<file path="src/pkg/keyscan_cfg_pkg.sv">
// Register map, field positions, reset values and timing for the keyscan configuration block
package keyscan_cfg_pkg;
  localparam logic [7:0] OFF_DEVICE_CONFIGURATION = 8'h01;
  localparam logic [7:0] OFF_DEBOUNCE_TIMES       = 8'h02;
  localparam logic [7:0] OFF_INTERRUPT_SETUP      = 8'h03;
  // Configuration fields
  localparam int CFG_SLEEP_BIT    = 7;
  localparam int CFG_INTMODE_BIT  = 5;
  localparam int CFG_RELEASE_BIT  = 3;
  localparam int CFG_AUTOWAKE_BIT = 1;
  localparam int CFG_TODIS_BIT    = 0;
  localparam logic [7:0] CFG_WRITE_MASK = 8'hab;   // Reserved D6, D4, D2 read zero
  // Reset values
  localparam logic [7:0] RST_DEVICE_CONFIGURATION = 8'h0b;
  localparam logic [7:0] RST_DEBOUNCE_TIMES       = 8'hff;
  localparam logic [7:0] RST_INTERRUPT_SETUP      = 8'h00;
  // Timing: one debounce step is 2 ms
  localparam int CLK_HZ        = 10_000_000;
  localparam int DEB_STEP_MS   = 2;
  localparam int DEB_STEP_CYC  = CLK_HZ / 1000 * DEB_STEP_MS;
  localparam int FIFO_CNT_W    = 5;

  // Register access strobe bundle
  typedef struct packed {
    logic       wr;
    logic       rd;
    logic [7:0] addr;
    logic [7:0] wdata;
  } reg_req_t;
endpackage

</file>
<file path="src/hw/debounce_tick.sv">
// Divider producing the 2 ms debounce-cycle enable pulse
`timescale 1ns/1ps
module debounce_tick
  import keyscan_cfg_pkg::*;
#(
  parameter int STEP_CYC = DEB_STEP_CYC
) (
  input  wire logic mclk,
  input  wire logic rst_n,
  output logic      tick
);
  localparam int CW = $clog2(STEP_CYC);
  logic [CW-1:0] count;
  wire           at_end = (count == CW'(STEP_CYC - 1));

  // Free-running divider; tick is one cycle wide
  always_ff @(posedge mclk) begin
    if (!rst_n) begin
      count <= '0;
      tick  <= 1'b0;
    end else begin
      count <= at_end ? '0 : count + 1'b1;
      tick  <= at_end;
    end
  end
endmodule // debounce_tick

</file>
<file path="src/hw/keyscan_config_irq_regs.sv">
// Configuration, debounce and interrupt-setup registers with interrupt generation
// Overview of operation
// RQ1: Sleep bit at 0 with constant-current PWM off puts the whole chip into key-switch sleep.
// RQ2: While constant-current PWM is on, keys stay active and all sleep-bit changes are ignored.
// RQ3: With PWM off, host writes, autosleep and autowake all change the sleep bit, readable any time.
// RQ4: Interrupt mode 0 holds the interrupt asserted until the key FIFO is empty.
// RQ5: Interrupt mode 1 drops the interrupt once the host reads the FIFO.
// RQ6: Timeout-disable bit 0 enables the bus timeout, 1 disables it.
// RQ7: Press debounce is low nibble and release is high nibble, each (code+1) x 2 ms.
// RQ8: A nonzero time field N asserts the interrupt every N debounce cycles, zero disables.
// RQ9: A nonzero FIFO field n asserts the interrupt at 2n events, zero disables.
// RQ10: Both interrupt sources may run together and either may assert the output.
// RQ11: The interrupt register resets to zero so both sources start disabled.
// RQ12: Release events are queued only when release enable is set, else presses only.
// RQ13: Keypress wake from sleep only when autowake enable is set; reserved bits are zero.
`timescale 1ns/1ps
module keyscan_config_irq_regs
  import keyscan_cfg_pkg::*;
#(
  parameter int STEP_CYC = DEB_STEP_CYC
) (
  input  wire logic                  mclk,
  input  wire logic                  rst_n,
  input  wire reg_req_t              req,          // Decoded register access from the bus target
  output logic [7:0]                 rdata,
  input  wire logic                  pwm_cc_on,    // Constant-current PWM enable from LED block
  input  wire logic                  autosleep_ev, // One-cycle autosleep timeout
  input  wire logic                  keypress_ev,  // One-cycle debounced keypress
  input  wire logic                  fifo_read,    // Host read of the key FIFO
  input  wire logic [FIFO_CNT_W-1:0] fifo_count,
  output logic                       chip_sleep,
  output logic                       keys_active,
  output logic                       bus_timeout_en,
  output logic                       release_enable,
  output logic [5:0]                 press_deb_ms,
  output logic [5:0]                 release_deb_ms,
  output logic                       debounce_tick_o,
  output logic                       int_n
);
  logic [7:0] device_configuration;
  logic [7:0] debounce_times;
  logic [7:0] interrupt_setup;
  logic       tick;
  logic [4:0] period_cnt;
  logic       int_pend;

  // Debounce time in ms for a 4-bit code
  // Six bits wide so the longest 32 ms setting does not wrap to zero
  function automatic logic [5:0] deb_ms(input logic [3:0] code);
    deb_ms = 6'((code + 6'h01) * DEB_STEP_MS);
  endfunction

  wire cfg_wr   = req.wr && (req.addr == OFF_DEVICE_CONFIGURATION);
  wire deb_wr   = req.wr && (req.addr == OFF_DEBOUNCE_TIMES);
  wire irq_wr   = req.wr && (req.addr == OFF_INTERRUPT_SETUP);
  wire [4:0] time_n = interrupt_setup[4:0];
  wire [2:0] fifo_n = interrupt_setup[7:5];
  wire int_mode = device_configuration[CFG_INTMODE_BIT];
  wire autowake = device_configuration[CFG_AUTOWAKE_BIT];

  debounce_tick #(.STEP_CYC(STEP_CYC)) u_tick (
    .mclk  (mclk),
    .rst_n (rst_n),
    .tick  (tick)
  );

  // Sleep bit value after this cycle's sources; write wins over internal events
  // Autosleep outranks wake so a timeout and a keypress in one cycle leave the chip asleep
  logic next_sleep;
  always_comb begin
    next_sleep = device_configuration[CFG_SLEEP_BIT];
    // RQ13 keypress wake gate
    if (keypress_ev && autowake)
      next_sleep = 1'b1;
    if (autosleep_ev)
      next_sleep = 1'b0;
    // RQ3 host write changes sleep
    if (cfg_wr)
      next_sleep = req.wdata[CFG_SLEEP_BIT];
    // RQ2 PWM freezes sleep bit
    if (pwm_cc_on)
      next_sleep = device_configuration[CFG_SLEEP_BIT];
  end

  // Register writes; reserved bits forced to zero
  always_ff @(posedge mclk) begin
    if (!rst_n) begin
      device_configuration <= RST_DEVICE_CONFIGURATION;
      debounce_times       <= RST_DEBOUNCE_TIMES;
      // RQ11 interrupt setup cleared
      interrupt_setup      <= RST_INTERRUPT_SETUP;
    end else begin
      // RQ13 reserved bits zero
      device_configuration <= ((cfg_wr ? req.wdata : device_configuration) & CFG_WRITE_MASK & 8'h7f)
                              | {next_sleep, 7'h00};
      if (deb_wr)
        debounce_times <= req.wdata;
      if (irq_wr)
        interrupt_setup <= req.wdata;
    end
  end

  // Readback shows current state, including autonomous sleep changes
  assign rdata = (req.addr == OFF_DEVICE_CONFIGURATION) ? device_configuration :
                 (req.addr == OFF_DEBOUNCE_TIMES)       ? debounce_times :
                 (req.addr == OFF_INTERRUPT_SETUP)      ? interrupt_setup : 8'h00;

  // RQ1 sleep shuts chip down
  assign chip_sleep     = !device_configuration[CFG_SLEEP_BIT] && !pwm_cc_on;
  // RQ2 keys kept active
  assign keys_active    = pwm_cc_on || device_configuration[CFG_SLEEP_BIT];
  // RQ6 timeout enable
  assign bus_timeout_en = !device_configuration[CFG_TODIS_BIT];
  // RQ12 release reporting
  assign release_enable = device_configuration[CFG_RELEASE_BIT];
  // RQ7 debounce nibbles
  assign press_deb_ms   = deb_ms(debounce_times[3:0]);
  assign release_deb_ms = deb_ms(debounce_times[7:4]);
  assign debounce_tick_o = tick;

  // RQ8 periodic source
  wire time_hit = (time_n != 5'h00) && tick && (period_cnt == time_n - 5'h01);
  // RQ9 FIFO level source
  wire fifo_hit = (fifo_n != 3'h0) && (fifo_count >= {1'b0, fifo_n, 1'b0});
  // Release condition depends on clearing mode
  wire fifo_empty = (fifo_count == '0);
  // RQ4 RQ5 clearing policy
  wire int_clear  = int_mode ? fifo_read : fifo_empty;

  // Period counter; restarts when the field is rewritten, then wraps every N ticks
  // Limitation: the divider free-runs, so the first interval after a rewrite may be short
  always_ff @(posedge mclk) begin
    if (!rst_n || irq_wr)
      period_cnt <= 5'h00;
    else if (tick)
      period_cnt <= (period_cnt >= time_n - 5'h01) ? 5'h00 : period_cnt + 5'h01;
  end

  // RQ10 either source sets; set wins over clear
  always_ff @(posedge mclk) begin
    if (!rst_n)
      int_pend <= 1'b0;
    else if (time_hit || fifo_hit)
      int_pend <= 1'b1;
    else if (int_clear)
      int_pend <= 1'b0;
  end

  assign int_n = !int_pend;

  // Assertions
  AST_PWM_FREEZE: assert property (@(posedge mclk) disable iff (!rst_n) // RQ2
    pwm_cc_on |=> $stable(device_configuration[CFG_SLEEP_BIT]))
    else $error("Sleep bit changed with PWM on");
  AST_WRITE_SLEEP: assert property (@(posedge mclk) disable iff (!rst_n) // RQ3
    (cfg_wr && !pwm_cc_on) |=> device_configuration[CFG_SLEEP_BIT] == $past(req.wdata[CFG_SLEEP_BIT]))
    else $error("Host write did not set sleep bit");
  AST_SLEEP_OUT: assert property (@(posedge mclk) disable iff (!rst_n) // RQ1
    (cfg_wr && !pwm_cc_on && !req.wdata[CFG_SLEEP_BIT]) |=> chip_sleep == !pwm_cc_on)
    else $error("Sleep output wrong");
  AST_WAKE_GATE: assert property (@(posedge mclk) disable iff (!rst_n) // RQ13
    (keypress_ev && !autowake && !cfg_wr && !device_configuration[CFG_SLEEP_BIT]) |=>
      !device_configuration[CFG_SLEEP_BIT])
    else $error("Woke without autowake");
  AST_HOLD_TILL_EMPTY: assert property (@(posedge mclk) disable iff (!rst_n) // RQ4
    (int_pend && !int_mode && !fifo_empty) |=> int_pend)
    else $error("Interrupt dropped before FIFO empty");
  AST_CLEAR_ON_READ: assert property (@(posedge mclk) disable iff (!rst_n) // RQ5
    (int_pend && int_mode && fifo_read && !time_hit && !fifo_hit) |=> !int_pend)
    else $error("Interrupt not cleared on FIFO read");
  AST_TIMEOUT_EN: assert property (@(posedge mclk) disable iff (!rst_n) // RQ6
    cfg_wr |=> bus_timeout_en == !$past(req.wdata[CFG_TODIS_BIT]))
    else $error("Timeout enable wrong");
  AST_DEB_TIME: assert property (@(posedge mclk) disable iff (!rst_n) // RQ7
    deb_wr |=> press_deb_ms == 6'((($past(req.wdata) & 8'h0f) + 8'h01) * 8'h02))
    else $error("Press debounce time wrong");
  AST_FIFO_LEVEL: assert property (@(posedge mclk) disable iff (!rst_n) // RQ9
    (fifo_n != 3'h0 && fifo_count >= {1'b0, fifo_n, 1'b0}) |=> int_pend)
    else $error("FIFO level interrupt missed");
  AST_TIME_OFF: assert property (@(posedge mclk) disable iff (!rst_n) // RQ8
    (time_n == 5'h00 && !fifo_hit && int_clear) |=> !int_pend)
    else $error("Disabled periodic source fired");
  AST_EITHER: assert property (@(posedge mclk) disable iff (!rst_n) // RQ10
    (time_hit || fifo_hit) |=> !int_n)
    else $error("Source did not assert interrupt");
  AST_RESET_IRQ: assert property (@(posedge mclk) // RQ11
    !rst_n |=> interrupt_setup == 8'h00)
    else $error("Interrupt setup not cleared at reset");
  AST_RELEASE_OUT: assert property (@(posedge mclk) disable iff (!rst_n) // RQ12
    cfg_wr |=> release_enable == $past(req.wdata[CFG_RELEASE_BIT]))
    else $error("Release enable wrong");

  // Checks that follow the register path, so a broken mask or priority shows up here
  // Each one leaves out the higher-priority sources so it only fires on a real fault
  AST_AUTOSLEEP: assert property (@(posedge mclk) disable iff (!rst_n) // RQ3
    (autosleep_ev && !cfg_wr && !pwm_cc_on) |=> !device_configuration[CFG_SLEEP_BIT])
    else $error("Autosleep did not clear sleep bit");
  AST_AUTOWAKE: assert property (@(posedge mclk) disable iff (!rst_n) // RQ13
    (keypress_ev && autowake && !autosleep_ev && !cfg_wr && !pwm_cc_on) |=> device_configuration[CFG_SLEEP_BIT])
    else $error("Keypress did not wake");
  AST_RESERVED_ZERO: assert property (@(posedge mclk) disable iff (!rst_n) // RQ13
    cfg_wr |=> (device_configuration & ~CFG_WRITE_MASK) == 8'h00)
    else $error("Reserved configuration bit set");
  AST_DEB_REL: assert property (@(posedge mclk) disable iff (!rst_n) // RQ7
    deb_wr |=> release_deb_ms == 6'((($past(req.wdata) >> 4) + 8'h01) * 8'h02))
    else $error("Release debounce time wrong");
  AST_TIME_EVERY: assert property (@(posedge mclk) disable iff (!rst_n) // RQ8
    (tick && time_n == 5'h01 && !irq_wr) |=> int_pend)
    else $error("Periodic source missed a debounce cycle");
  AST_FIFO_OFF: assert property (@(posedge mclk) disable iff (!rst_n) // RQ9
    (fifo_n == 3'h0 && !time_hit && int_clear) |=> !int_pend)
    else $error("Disabled FIFO source fired");
  AST_INT_HOLD_MODE1: assert property (@(posedge mclk) disable iff (!rst_n) // RQ5
    (int_pend && int_mode && !fifo_read) |=> int_pend)
    else $error("Interrupt dropped without FIFO read");
  AST_INT_CLEAR_EMPTY: assert property (@(posedge mclk) disable iff (!rst_n) // RQ4
    (int_pend && !int_mode && fifo_empty && !time_hit && !fifo_hit) |=> !int_pend)
    else $error("Interrupt kept with FIFO empty");

  // Reset checks carry no disable so they see the reset edge itself
  AST_INT_RESET: assert property (@(posedge mclk) // RQ11
    !rst_n |=> int_n)
    else $error("Interrupt asserted after reset");
  AST_CFG_RESET: assert property (@(posedge mclk) // RQ12
    !rst_n |=> device_configuration == RST_DEVICE_CONFIGURATION)
    else $error("Configuration not at reset value");
endmodule // keyscan_config_irq_regs

</file>
<file path="config.mk">
export PLATFORM = sky130hd
export DESIGN_NAME = keyscan_config_irq_regs
export DESIGN_NICKNAME = d
export VERILOG_FILES = /design/src/pkg/keyscan_cfg_pkg.sv /design/src/hw/debounce_tick.sv /design/src/hw/keyscan_config_irq_regs.sv
export SDC_FILE = /design/constraint.sdc
export NUM_CORES = 1
export LEC_CHECK = 0
export BUFFER_PORTS_ARGS = -buffer_cell sky130_fd_sc_hd__buf_4
export CAP_MARGIN = 20
export CORE_ASPECT_RATIO = 0.9
export CORE_MARGIN = 8
export CORE_UTILIZATION = 35
export DETAILED_ROUTE_END_ITERATION = 8
export PLACE_DENSITY = 0.65
export SLEW_MARGIN = 30
export SYNTH_ARGS = -nofsm -noshare
export SYNTH_HDL_FRONTEND = slang
export SYNTH_HIERARCHICAL = 1
export SYNTH_SLANG_ARGS = --single-unit
</file>
<file path="constraint.sdc">
create_clock -name mclk -period 1.9 [get_ports mclk]
set_input_delay 0.285 -clock mclk [delete_from_list [all_inputs] [get_ports mclk]]
set_output_delay 0.285 -clock mclk [all_outputs]
set_load 0.05 [all_outputs]
</file>
==> results.py <==
metrics = {
    "run_status": {
        "status": "finished, final reports clean",
    },
    "global_routing": {
        "grt_start_max_net_pins": 18,
        "grt_pass1_vias": 1931,
        "grt_pass1_wl_um": 9320,
        "grt_usage_pct": 12.0,
        "antenna_found_initial": 0,
        "grt-ovfl-total": 0,
    },
    "pwr": {
        "pwr-share-clk_pct": 43.5,
        "power_frac_seq_pct": 47.6,
        "p_sw_uw": 415,
        "p_comb_share_pct": 8.9,
        "p_int_mw": 1.50,
        "power_per_cell_area_nw_per_um2": 624,
        "peakVddDrop_mv": 0.276,
        "switching_share_pct": 21.6,
        "p_leak_nw": 1.41,
    },
    "setup_path": {
        "worstPathRequired_ns": 2.13,
        "end_kind": "flop",
        "cp.arrival_ns": 2.05,
        "path_class": "reg2reg",
        "path_max_fanout": 5,
        "critPathLaunchType": "flop",
    },
    "detailed_routing": {
        "ant_nets": 0,
        "via_per_inst": 4.74,
        "drt_first_pass_iters": 4,
        "drt_iter0_drc": 68,
        "wirelength_um": 5640,
        "drc": 0,
        "avgRoutedWirePerCell_um": 13.8,
        "vias": 1932,
    },
    "synthesis": {
        "synth_area_um2": 2390,
        "ys_warn_count": 6,
        "synth_edf_count": 0,
        "synth_cells": 262,
        "synth_cell_types": 46,
        "synth.avg_cell_area_um2": 9.11,
        "synth_flop_cell": "dfxtp_1",
        "ys_ff_latch": 43,
        "yosysSeqAreaShare_pct": 36.1,
        "ys_async_sr_fraction_pct": 0,
    },
    "layout": {
        "final_layout_size_suffix_gt1_share_pct": 29.6,
        "final_cell_mix": "buf_4, nor2_1, dfxtp_1",
        "multi_input_area_um2": 1470,
        "nets": 360,
        "fillCellCount": 668,
        "layout_commonest_cell": "buf_4",
        "register_area_um2": 870,
        "area_growth_pct": 28.8,
        "n_antenna_cell": 0,
        "final_cells": 408,
    },
    "die": {
        "pin_count": 55,
        "die_w_um": 103,
        "core_area_um2": 6590,
        "dieArea_um2": 9720,
        "die_h_um": 94.4,
        "std_cell_rows": 28,
        "start_util_pct": 36.2,
    },
    "clock_tree": {
        "cts_tree": "built",
        "ctsHoldBuffers": 0,
        "clk_latency_ns": 0.29,
        "cts_buffer_depth": 2,
        "h-tree-depth": 2,
        "clk_pin_slew_ns": 0.08,
        "numCtsBuffers": 5,
        "clock-sinks": 43,
        "cts-root-buf": "clkbuf_8",
    },
    "place": {
        "io_buffers": 51,
        "dpl_worst_slack_ns": 0.0365,
        "placedCellCount": 399,
        "hpwl_um": 4430,
        "place.gp.congestion": 0.820,
    },
    "sta": {
        "fmax_mhz": 550,
        "maxSlewViolCount": 0,
        "final.setup.worst_slack_ns": 0.0814,
        "hold_viol": 0,
        "rsz0062_at_grt": "yes",
        "finalSetupViolations": 0,
        "fin_crit_ns": 1.82,
        "fin_crit_sh_pct": 95.7,
        "finClkSkew_ns": 0.00605,
    },
    "flow_run": {
        "cap_violations": 0,
    },
    "worst_hold_path": {
        "hp-class": "in2reg",
    },
}
-- metal layers --
layer	track usage (%)	share of wire [%]	up-vias
met3	1.84	1.8	7
met1	16.0	49	892
li1	-	-	1010
met5	0	0	-
met2	19.3	48	23
met4	4.09	1.5	0
-- cell usage after synthesis (3+ instances only) --
cell type / instances / area share, %
xnor2_1: 17 / 6.2
nand2_1: 22 / 3.5
nor4_2: 4 / 2.1
buf_4: 4 / 1.3
ha_1: 14 / 7.3
dfxtp_1: 43 / 36
xor2_1: 7 / 2.6
nand4_1: 6 / 1.6
mux2i_1: 24 / 10
mux2_2: 4 / 1.9
nand3_1: 6 / 1.3
and3_1: 3 / 0.79
nor2_1: 42 / 6.6
a22oi_1: 5 / 1.6
nor3_1: 4 / 0.84
inv_1: 18 / 2.8
-- critical path, cell delays in order, from the launching register on --
cell	delay (ns)
dfxtp_4	0.38
nor3_4	0.19
xnor2_1	0.14
ha_1	0.27
a211o_1	0.29
o211ai_1	0.14
o2111ai_4	0.19
nor2_2	0.16
-- cells by family after synthesis --
family                   synth area share [%]
AND/OR/NAND/NOR                          24.9
flip-flops                               36.1
multiplexers                             11.9
buffers and inverters                    4.98
XOR/XNOR                                 8.80
AO/OA/AOI/OAI                            5.82
adder cells (fa/ha/maj)                  7.34
other                                   0.157
-- what timing repair did --
item,4_1_cts,5_1_grt
buffers inserted,0,1
endpoints found under the setup margin,0,6
resized for setup,0,19
-- stage by stage --
stage | instance area (um^2) | setup TNS (ns) | hold WS, ns | power (mW) | utilization [%]
after floorplan | 2390 | 0 | 0.347 | 1.03 | -
after global placement | 2860 | 0 | 0.458 | 1.10 | 43.4
after global routing | 3080 | -0.162 | 0.239 | 1.99 | 46.7
after detailed placement | 2860 | 0 | 0.469 | 1.11 | 43.4
final | 3080 | 0 | 0.225 | 1.92 | 46.7
after CTS | 3000 | 0 | 0.217 | 1.94 | 45.5
-- sequential cells by signal, summed over array words and instances, names as in the netlist --
name                  cells
debounce_times            8
device_configuration      5
int_pend                  1
interrupt_setup           8
period_cnt                5
u_tick/count             15
u_tick/tick               1
-- final timing paths --
check | to | startpoint | cells after the start | slack (ns)
setup / recovery | period_cnt[3] | interrupt_setup[2] | 7 | 0.08
hold reg to reg | u_tick/count[0] | u_tick/count[0] | 1 | 0.48
hold / removal | debounce_times[2] | req[2] | 3 | 0.22
setup reg to reg | period_cnt[3] | interrupt_setup[2] | 7 | 0.08
-- cell type report --
class,count,share of cell area [%]
Clock buffer,5,2.24
Clock inverter,3,2.20
Inverter,19,2.40
Multi-Input combinational cell,193,47.8
Sequential cell,43,28.3
Tap cell,90,3.66
Timing Repair Buffer,55,13.4
-- power by group through the flow --
stage	combinational (mW)	sequential, mW	clock [mW]
6_report	0.170	0.913	0.835
4_1_cts	0.169	0.915	0.853
5_1_grt	0.184	0.914	0.891
3_5_place_dp	0.169	0.937	0
3_3_place_gp	0.167	0.936	0
2_1_floorplan	0.0935	0.935	0
(Power assumes the default switching activity.)
